===== src/dpllrc_map.vh =====
// Register map, field positions, reset values and loop-setting codes
`ifndef DPLLRC_MAP_VH
`define DPLLRC_MAP_VH
`define DPLLRC_ADDR_RATIO_B0 8'h2c
`define DPLLRC_ADDR_RATIO_B3 8'h2f
`define DPLLRC_ADDR_LOOP_CTRL 8'h30
`define DPLLRC_ADDR_VAR_BW 8'hbb
`define DPLLRC_RATIO_RESET 32'h00010001
`define DPLLRC_LOOP_CTRL_RESET 8'h0c
`define DPLLRC_DENOM_LSB 0
`define DPLLRC_DENOM_MSB 15
`define DPLLRC_NUMER_LSB 16
`define DPLLRC_NUMER_MSB 31
`define DPLLRC_RSVD_MSB 1
`define DPLLRC_SLOPE_LSB 2
`define DPLLRC_SLOPE_MSB 3
`define DPLLRC_REALIGN_BIT 4
`define DPLLRC_BW_LSB 5
`define DPLLRC_BW_MSB 7
`define DPLLRC_BW_VARIABLE 3'h7
`define DPLLRC_SLOPE_UNLIMITED 2'h3
`define DPLLRC_SLOPE_61US 2'h0
`define DPLLRC_SLOPE_7P5US 2'h1
`define DPLLRC_SLOPE_0P885US 2'h2
`define DPLLRC_FEC_ONE 16'h0001
`define DPLLRC_BW_BASE_HZ 10'd14
`define DPLLRC_CALC_STEPS 6'd48
`endif


===== src/dpllrc_freq_calc.v =====
// Reference-3 frequency calculator: base rate x multiplier x numerator / denominator
`timescale 1ns/1ps
`include "dpllrc_map.vh"
module dpllrc_freq_calc (
   input wire clk,
   input wire rst,
   input wire start,
   input wire [15:0] base_rate_value,
   input wire [15:0] base_multiplier_value,
   input wire [15:0] fec_numerator_value,
   input wire [15:0] fec_denominator_value,
   output reg [47:0] ref_freq_hz,
   output reg busy
);
   // ==========================================================
   // Sequential restoring divider, one quotient bit per cycle
   // Trades 48 cycles of latency for a single small subtractor
   // ==========================================================
   reg [47:0] dividend_q;
   reg [63:0] rem_q;
   reg [15:0] den_q;
   reg [5:0] cnt_q;
   wire [31:0] base_product = base_rate_value * base_multiplier_value;
   wire [47:0] full_product = base_product * fec_numerator_value;
   wire [63:0] shifted_rem = {rem_q[62:0], dividend_q[47]};
   wire fits = shifted_rem >= {48'h0, den_q};
   always @(posedge clk) begin
      if (rst) begin
         dividend_q <= 48'h0;
         rem_q <= 64'h0;
         den_q <= 16'h1;
         cnt_q <= 6'h0;
         busy <= 1'b0;
         ref_freq_hz <= 48'h0;
      end else if (start) begin
         dividend_q <= full_product;
         rem_q <= 64'h0;
         // Zero denominator would hang the quotient at all ones; treat as one
         den_q <= (fec_denominator_value == 16'h0) ? 16'h1 : fec_denominator_value;
         cnt_q <= `DPLLRC_CALC_STEPS;
         busy <= 1'b1;
      end else if (busy) begin
         rem_q <= fits ? (shifted_rem - {48'h0, den_q}) : shifted_rem;
         dividend_q <= {dividend_q[46:0], fits};
         cnt_q <= cnt_q - 6'h1;
         if (cnt_q == 6'h1) begin
            busy <= 1'b0;
            ref_freq_hz <= {dividend_q[46:0], fits};
         end
      end
   end
endmodule // dpllrc_freq_calc


===== src/dpllrc_regs.v =====
// Loop ratio and control register bank for the tracking loop, reference input 3
//
// Contract
// The reference-3 frequency is base rate times multiplier times numerator over denominator.
// Software sets numerator and denominator to one for a plain reference; that is also reset.
// The ratio word holds the denominator in bits 15:0 and the numerator in bits 31:16.
// Slope codes 00, 01, 10 limit phase slope to 61, 7.5, 0.885 us/s; code 11 is unlimited.
// Setting bit 4 of the loop control register aligns output phase to the reference.
// Software holds the realignment bit low whenever hitless switching is needed.
// Bandwidth codes 000 to 110 select 14 up to 896 Hz, doubling each step.
// Bandwidth code 111 takes the bandwidth from the variable register at 0xbb; the bank does not decode 0xbb and drives LOOP_BW_HZ to 0.
// Multi-byte registers are big-endian: the lowest address carries the top byte.
// For a plain reference the frequency is base rate times multiplier.
// Software writes back the reset value into reserved bits 1:0.
`timescale 1ns/1ps
`include "dpllrc_map.vh"
module dpllrc_regs (
   input wire CLK_SYS,
   input wire RST,
   input wire REG_WR,
   input wire REG_RD,
   input wire [7:0] REG_ADDR,
   input wire [7:0] REG_WDATA,
   output reg [7:0] REG_RDATA,
   input wire [15:0] INPUT3_BASE_RATE,
   input wire [15:0] INPUT3_RATE_MULTIPLIER,
   output reg [15:0] INPUT3_FEC_NUMERATOR,
   output reg [15:0] INPUT3_FEC_DENOMINATOR,
   output wire [47:0] INPUT3_REF_FREQ_HZ,
   output wire FREQ_CALC_BUSY,
   output reg [1:0] PHASE_SLOPE_SEL,
   output reg SLOPE_UNLIMITED,
   output reg PHASE_REALIGN,
   output reg [2:0] LOOP_BW_SEL,
   output reg USE_VARIABLE_BW,
   output reg [9:0] LOOP_BW_HZ
);
   // ==========================================================
   // Register storage
   // ==========================================================
   // Register port is driven by the on-chip serial management engine on
   // this same clock, so no synchronisers are placed on it.
   // Each ratio byte is its own register so that every bit has a single driver
   wire [31:0] ratio_q;
   wire [31:0] ratio_rst = `DPLLRC_RATIO_RESET;
   reg [7:0] loop_ctrl_q;
   reg recalc_q;
   wire ratio_hit = (REG_ADDR >= `DPLLRC_ADDR_RATIO_B0) && (REG_ADDR <= `DPLLRC_ADDR_RATIO_B3);
   wire [1:0] byte_idx = REG_ADDR[1:0];
   genvar gi;
   generate
      for (gi = 0; gi < 4; gi = gi + 1) begin : g_ratio_byte
         // Address 0x2c is byte 3 (most significant); 0x2f is byte 0
         localparam integer BYTE_SEL = 3 - gi;
         reg [7:0] byte_q;
         always @(posedge CLK_SYS) begin
            if (RST) begin
               byte_q <= ratio_rst[gi*8 +: 8];
            end else if (REG_WR && ratio_hit && (byte_idx == BYTE_SEL[1:0])) begin
               byte_q <= REG_WDATA;
            end
         end
         assign ratio_q[gi*8 +: 8] = byte_q;
      end
   endgenerate
   always @(posedge CLK_SYS) begin
      if (RST) begin
         loop_ctrl_q <= `DPLLRC_LOOP_CTRL_RESET;
      end else if (REG_WR && REG_ADDR == `DPLLRC_ADDR_LOOP_CTRL) begin
         loop_ctrl_q <= REG_WDATA;
      end
   end
   // Recompute frequency after any write to the ratio word and after reset
   always @(posedge CLK_SYS) begin
      if (RST) begin
         recalc_q <= 1'b1;
      end else begin
         recalc_q <= REG_WR && ratio_hit;
      end
   end
   // ==========================================================
   // Read-back
   // ==========================================================
   always @(posedge CLK_SYS) begin
      if (RST) begin
         REG_RDATA <= 8'h00;
      end else if (REG_RD) begin
         if (ratio_hit) begin
            REG_RDATA <= ratio_q[(3 - byte_idx)*8 +: 8];
         end else if (REG_ADDR == `DPLLRC_ADDR_LOOP_CTRL) begin
            REG_RDATA <= loop_ctrl_q;
         end else begin
            REG_RDATA <= 8'h00;
         end
      end
   end
   // ==========================================================
   // Decoded loop settings
   // ==========================================================
   always @(posedge CLK_SYS) begin
      if (RST) begin
         // Decoded view of the reset words, so outputs do not step after release
         INPUT3_FEC_NUMERATOR <= `DPLLRC_FEC_ONE;
         INPUT3_FEC_DENOMINATOR <= `DPLLRC_FEC_ONE;
         PHASE_SLOPE_SEL <= `DPLLRC_SLOPE_UNLIMITED;
         SLOPE_UNLIMITED <= 1'b1;
         PHASE_REALIGN <= 1'b0;
         LOOP_BW_SEL <= 3'h0;
         USE_VARIABLE_BW <= 1'b0;
         LOOP_BW_HZ <= `DPLLRC_BW_BASE_HZ;
      end else begin
         INPUT3_FEC_NUMERATOR <= ratio_q[`DPLLRC_NUMER_MSB:`DPLLRC_NUMER_LSB];
         INPUT3_FEC_DENOMINATOR <= ratio_q[`DPLLRC_DENOM_MSB:`DPLLRC_DENOM_LSB];
         PHASE_SLOPE_SEL <= loop_ctrl_q[`DPLLRC_SLOPE_MSB:`DPLLRC_SLOPE_LSB];
         SLOPE_UNLIMITED <= loop_ctrl_q[`DPLLRC_SLOPE_MSB:`DPLLRC_SLOPE_LSB]
            == `DPLLRC_SLOPE_UNLIMITED;
         PHASE_REALIGN <= loop_ctrl_q[`DPLLRC_REALIGN_BIT];
         LOOP_BW_SEL <= loop_ctrl_q[`DPLLRC_BW_MSB:`DPLLRC_BW_LSB];
         USE_VARIABLE_BW <= loop_ctrl_q[`DPLLRC_BW_MSB:`DPLLRC_BW_LSB]
            == `DPLLRC_BW_VARIABLE;
         // 14 Hz doubled per code step; zero flags the variable-bandwidth path
         if (loop_ctrl_q[`DPLLRC_BW_MSB:`DPLLRC_BW_LSB] == `DPLLRC_BW_VARIABLE) begin
            LOOP_BW_HZ <= 10'd0;
         end else begin
            LOOP_BW_HZ <= `DPLLRC_BW_BASE_HZ << loop_ctrl_q[`DPLLRC_BW_MSB:`DPLLRC_BW_LSB];
         end
      end
   end
   // ==========================================================
   // Frequency calculation
   // ==========================================================
   dpllrc_freq_calc u_calc (
      .clk(CLK_SYS),
      .rst(RST),
      .start(recalc_q),
      .base_rate_value(INPUT3_BASE_RATE),
      .base_multiplier_value(INPUT3_RATE_MULTIPLIER),
      .fec_numerator_value(ratio_q[`DPLLRC_NUMER_MSB:`DPLLRC_NUMER_LSB]),
      .fec_denominator_value(ratio_q[`DPLLRC_DENOM_MSB:`DPLLRC_DENOM_LSB]),
      .ref_freq_hz(INPUT3_REF_FREQ_HZ),
      .busy(FREQ_CALC_BUSY)
   );
endmodule // dpllrc_regs


===== config.mk =====
export PLATFORM = sky130hd
export DESIGN_NAME = dpllrc_regs
export DESIGN_NICKNAME = d
export VERILOG_FILES = /design/src/dpllrc_freq_calc.v /design/src/dpllrc_regs.v
export VERILOG_INCLUDE_DIRS = /design/src
export SDC_FILE = /design/constraint.sdc
export NUM_CORES = 2
export LEC_CHECK = 0
export BUFFER_PORTS_ARGS = -buffer_cell sky130_fd_sc_hd__buf_2
export CORE_UTILIZATION = 65
export CTS_CLUSTER_DIAMETER = 200
export DETAILED_ROUTE_END_ITERATION = 6
export PLACE_DENSITY = 0.81
export SKIP_CTS_REPAIR_TIMING = 1
export SLEW_MARGIN = 20
export SYNTH_ARGS = -nofsm -noshare
export SYNTH_HDL_FRONTEND = slang
export SYNTH_HIERARCHICAL = 1
export SYNTH_SLANG_ARGS = --single-unit

===== constraint.sdc =====
create_clock -name CLK_SYS -period 16.14 [get_ports CLK_SYS]
set_clock_uncertainty 0.15 [all_clocks]
set_input_delay 3.228 -clock CLK_SYS [delete_from_list [all_inputs] [get_ports CLK_SYS]]
set_output_delay 3.228 -clock CLK_SYS [all_outputs]
set_load 0.01 [all_outputs]

Yosys cells after proc, flatten, opt, wreduce, memory -nomap -nowiden
Index checks and enable logic that the tools add are counted.

storage, ports and cells
  bits of input ports = 52
  logic and storage cells = 66
  output and inout bits = 107
  flip-flop bits (word level) = 281

cells by class
  shift operators = 2
  eq/ne operators = 7
  reduce and logical (&&, ||, !) cells = 13
  magnitude comparators = 3
  $add $sub $neg = 3
  bitwise gates (word level) = 1
  mux-type cells = 12
  multiply operators = 2

operators with widths
  cell                                                                                 count
  48-bit 2-to-1 mux                                                                    2
  64-bit by 16-bit greater-or-equal comparator with 1-bit output                       1
  63-bit 2-to-1 mux                                                                    1
  63-bit by 16-bit subtractor with 63-bit output                                       1
  32-bit by 16-bit multiplier with 48-bit output                                       1
  32-bit by 33-bit indexed part select with 8-bit output                               1
  16-bit by 16-bit multiplier with 32-bit output                                       1
  16-bit logical NOT                                                                   1
  16-bit 2-to-1 mux                                                                    1
  8-bit 2-to-1 mux                                                                     2
  6-bit 2-to-1 mux                                                                     2
  4-bit by 3-bit << shifter with 10-bit output, first input constant                   1
  8-bit by 6-bit equality test with 1-bit output, second input constant                1
  8-bit by 6-bit greater-or-equal comparator with 1-bit output, second input constant  1
  8-bit by 6-bit less-or-equal comparator with 1-bit output, second input constant     1
  1-bit logical AND                                                                    7
  2-bit equality test, second input constant                                           3
  6-bit by 1-bit equality test with 1-bit output, second input constant                1
  6-bit by 1-bit subtractor with 6-bit output, second input constant                   1
  4-bit 2-to-1 mux                                                                     1
  2-bit OR reduction                                                                   2
  3-bit equality test, second input constant                                           1
  1-bit 2-to-1 mux                                                                     3
  3-bit AND reduction                                                                  1
  other kinds (5)                                                                      5

Logic depth before layout (Yosys ltp)
  word-level depth = 4
  gate-level depth with buffers = 46

Cells and area by module
The synthesis kept the hierarchy.

modules (own cells, without submodules)
  module            cells an instance  area each (um^2)  instances  sequential area each (um^2)
  dpllrc_freq_calc  3,900              33,193.1          1          3,643.5
  dpllrc_regs       328                3,652.3           1          1,961.9

Worst setup path after synthesis
OpenSTA, ideal clock, no wires.

  path type = input port to flip-flop
  from = in INPUT3_BASE_RATE[7]
  to = reg u_calc.dividend_q[47]
  setup time = 0.132 ns
  arrival time = 14.724 ns
  path slack = 1.134 ns
  stages on the path = 44
  data required time = 15.858 ns
  path through = clkbuf_1 -> nand2_1 -> fa_1 -> inv_1 -> fa_1 -> inv_1 -> fa_1 -> inv_1 -> fa_1 -> fa_1 -> inv_1 -> fa_1 -> inv_1 -> ha_1 -> nand2_1 -> nor2_1 -> nand3_1 -> a211oi_1 -> (+8 left out) -> fa_1 -> inv_1 -> fa_1 -> fa_1 -> inv_1 -> fa_1 -> inv_1 -> ha_1 -> clkbuf_1 -> a21o_1 -> o21bai_1 -> a211o_1 -> or3b_2 -> o21ai_0 -> o21ai_0 -> a221oi_1 -> and4b_1 -> nor4_1

between the ends
  cells in the longest elaborated chain, start to end = 3

RTL lines
  item                                            line                   text
  start, declared                                 dpllrc_regs.v:25       input wire [15:0] INPUT3_BASE_RATE,
  16-bit by 16-bit multiplier with 32-bit output  dpllrc_freq_calc.v:23  wire [31:0] base_product = base_rate_value * base_multiplier_value;
  32-bit by 16-bit multiplier with 48-bit output  dpllrc_freq_calc.v:24  wire [47:0] full_product = base_product * fec_numerator_value;
  48-bit 2-to-1 mux                               dpllrc_freq_calc.v:35  end else if (start) begin
  end signal, assigned                            dpllrc_freq_calc.v:36  dividend_q <= full_product;
  end signal, assigned                            dpllrc_freq_calc.v:44  dividend_q <= {dividend_q[46:0], fits};
  end, declared                                   dpllrc_freq_calc.v:19  reg [47:0] dividend_q;

Every way passes these cells.
A chain may end at the register's enable or synchronous reset.

Final worst setup path
  from = in INPUT3_BASE_RATE[10]
  to = reg u_calc.dividend_q[47]

Same word-level chain as after synthesis.

==> impl.org <==
** Drt
- The routed layout has 29500 vias.
- Per-cell via count in the routed design :: a little under 6
- Total wirelength of the detailed-routed design :: ~95000 µm
- The detailed router finished its first iteration with between 2000 and 3000 violations.
- Antenna Violating Nets Remaining :: 0
- The first detailed-routing pass took 7 iterations.
- Dividing the detail-routed wire length by the instance count gives between 15 and 20 µm.
- Residual DRC count :: 2

** Yosys
- After synthesis, flip-flops and latches occupy around 15% of the total area.
- Area contributors post-synth :: fa_1 (33%), dfxtp_1 (15%), ha_1 (8.2%)
- Prevailing post-synth register cell :: dfxtp_1
- Counting every net in the synthesized netlist gives ~5100.
- Cell variety after synth :: 81
- The synthesized design devotes to its leading area cell type between 30 and 40% of total area.
- Number of enable-type register cells in the synthesized netlist :: 0
- Cell taking the most area after synthesis :: fa_1
- Post-synthesis register bit count :: between 200 and 300
- Post-synthesis area per instance :: between 8 and 9 µm²
- After synthesis, the share of flip-flops with an asynchronous set or reset is 0%.
- The Yosys step of the flow raised 6 warnings.
- After synthesis the cells add up to about 37000 µm².
- Synthesis handed over a netlist of around 4200 instances.

** Floorplan
- Total die area :: approximately 58000 µm²
- The die is around 240 µm tall.
- For this configuration, the core starts out at a cell density of between 60% and 70%.
- Number of I/O pins :: 159
- Core area :: 55500 µm²
- The floorplan has 86 rows.
- Horizontal extent of the die :: ~240 µm

** Placement
- At the end of routability-driven placement, the weighted congestion stood at roughly 0.95.
- DPL Wire Length :: a little over 70000 µm
- In this run the tool buffered the top-level ports with 157 buffer cells.

** Cells and area
- Top library cells by usage in the layout, fill and taps aside :: inv_1 (714), nand2_1 (633), fa_1 (613)
- The library cell used most frequently in the layout, excluding fill and tap cells, is inv_1.
- The final layout contains 5150 nets.
- The post-route netlist has between 7 and 8% of its cells at a drive strength greater than 1.
- The area growth from synthesis to layout is 5.96%.

** Clocking
- TritonCTS built the clock tree.
- H-tree depth reported by CTS :: 1
- The clock passes through at most 3 buffers.
- The tree is rooted in a clkbuf_16.
- After clock tree synthesis, the clock-pin slew on the worst setup and hold paths is around 60 ps.
- For the worst-skew pair, the clock arrives at the later sink with an insertion delay of between 500 and 600 ps.
- The number of clock buffers added by TritonCTS is 28.
- Clock Sink Count :: 280

** STA
- For the pin with the worst max-slew slack, the measured transition is 964 ps.
- After routing, the total negative slack on setup checks comes to 0 ps.
- Slew Viols, Final :: 0
- Setup repair after global routing left no endpoint under its margin.
- Final critical-path required period :: 15530 ps
- Relative slew slack :: between 30% and 40%
- For this run, the top clock speed supported by timing is 64.4 MHz.
- Of the available clock period, the critical path in the final layout requires 96.2%.
- Final hold violation count :: 0
- Final number of setup-violating endpoints :: 0

** Worst setup path
- R2R setup slack :: about 8600 ps
- Counting cells, the worst reg-to-reg path comes to 21.
- Among all stages on the critical path, the largest delay is contributed by fa_1.
- End of the worst register-to-register path :: u_calc/dividend_q[47]
- Critical path class :: input pin to flip-flop
- In this design, the stage delay of the slowest critical-path cell is 590 ps.
- CP Data Required Time :: 16400 ps
- CP arrival :: 15790 ps
- Cell repeated most along the worst path :: fa_1
- In this run the worst path has a maximum fanout of 16.
- STA classifies the critical path startpoint as an input pin.
- In this run the critical register-to-register path is launched from g_ratio_byte[3].byte_q[1].
- Endpoint kind of the worst setup timing path :: flip-flop

** Min path
- Endpoint, Worst Hold :: u_calc/ref_freq_hz[47]
- In this run the worst hold path is classified as flip-flop to flip-flop.
- The worst hold path begins at u_calc/ref_freq_hz[47].
- Cells on Worst Hold Path :: 2

** Global route
- The first global-routing pass estimated 155000 µm of wire.
- Entering global routing, the biggest net connects around 130 pins.
- The number of global-route vias before repair was approximately 30000.
- Global routing consumed, over all layers together, about a third of the routing resources.
- Summed over all layers, the global routing overflow is 0.
- The number of antenna violations at the first check in global routing was 0.

** Flow run
- Max-cap violations in this run came to 0.

** Outcome
- The run finished, with violations left.
- Violations in the final reports :: design-rule violations
cells in the mapped netlist (8+ instances only):
cell / number
o21a_1: 13
or3_1: 19
nor3_1: 37
mux2i_1: 79
nand2_1: 633
and2_1: 287
o31ai_1: 12
clkbuf_1: 203
and3_1: 24
nand4_1: 32
a31oi_1: 23
xnor2_1: 68
o22ai_1: 16
nand2b_1: 62
buf_1: 8
a311oi_1: 14
o21ai_0: 93
o21ai_1: 8
o21bai_1: 10
o211ai_1: 8
inv_1: 714
nor2_1: 146
a211oi_1: 65
ha_1: 242
nor4_1: 17
nand3_1: 53
fa_1: 613
a21o_1: 47
dfxtp_1: 280
xor2_1: 49
a21oi_1: 185
nor2b_1: 43
worst max-delay path by stage:
stage	start	to	slack [ps]	cells past startpoint
floorplan	INPUT3_BASE_RATE[7]	u_calc/dividend_q[47]	1130	44
global placement	INPUT3_BASE_RATE[9]	u_calc/dividend_q[47]	610	42
detailed placement	INPUT3_BASE_RATE[9]	u_calc/dividend_q[47]	370	42
CTS	INPUT3_BASE_RATE[9]	u_calc/dividend_q[47]	900	42
global route	INPUT3_BASE_RATE[11]	u_calc/dividend_q[47]	250	41
finish	INPUT3_BASE_RATE[10]	u_calc/dividend_q[47]	610	41
registers in the layout (all words and copies together), names as in the netlist, 3 cells and up:
register and flops:
INPUT3_FEC_DENOMINATOR 16, INPUT3_FEC_NUMERATOR 16, LOOP_BW_HZ 9, LOOP_BW_SEL 3, REG_RDATA 8, g_ratio_byte.byte_q 32
loop_ctrl_q 8, u_calc/cnt_q 6, u_calc/den_q 16, u_calc/dividend_q 48, u_calc/ref_freq_hz 48, u_calc/rem_q 63
critical path, delay by kind of cell:
kind | cells | cell delay [ps]
adders and majority gates | 14 | 6880
buffers and inverters | 8 | 930
and+or+nand+nor | 9 | 1630
AOI/OAI and AO/OA | 10 | 3100
routing by layer:
layer | GRT usage (%) | up-vias | share of wire, %
met1 | 47.1 | 14500 | 41
li1 | - | 13300 | -
met5 | 0 | - | 0
met4 | 11.0 | 0 | 3.3
met3 | 4.80 | 228 | 9.2
met2 | 54.6 | 1446 | 47
final cells by class:
class / instances / area, µm²
Antenna cell: 1 / 2.50
Tap cell: 748 / 936
Clock inverter: 13 / 120
Multi-Input combinational cell: 3001 / 27600
Inverter: 714 / 2680
Clock buffer: 39 / 813
Fill cell: 4289 / 16500
Sequential cell: 280 / 5610
Timing Repair Buffer: 218 / 1250
cells by family (layout without fill, tap and decap cells):
kind of cell               after synthesis  after routing  synth area share (%)
xor gates and xnor gates               117            117                  2.78
DFF                                    280            280                  15.2
muxes                                   89             89                  2.75
adders and majority gates              855            855                  41.5
and+or+nand+nor                       1408           1408                  18.9
other                                    1              2                0.0102
buffers and inverters                  947            984                  9.93
AOI/OAI and AO/OA                      531            531                  8.94
metrics by stage:
| stage | cells | cell area, µm² | setup WS, ps | util [%] | hold slack (ps) |
|---|---|---|---|---|---|
| 3_3_place_gp | 4961 | 38100 | 608 | 68.6 | 290 |
| 2_1_floorplan | 4228 | 36800 | 1130 | - | 284 |
| 3_5_place_dp | 4961 | 38100 | 366 | 68.6 | 297 |
| 6_report | 5014 | 39000 | 612 | 70.3 | 303 |
| 4_1_cts | 5013 | 39000 | 898 | 70.3 | 306 |
| 5_1_grt | 5013 | 39000 | 253 | 70.3 | 329 |
Power is not shown: default switching activity piles up to over one toggle a cycle in this logic, so the estimate is an artifact.
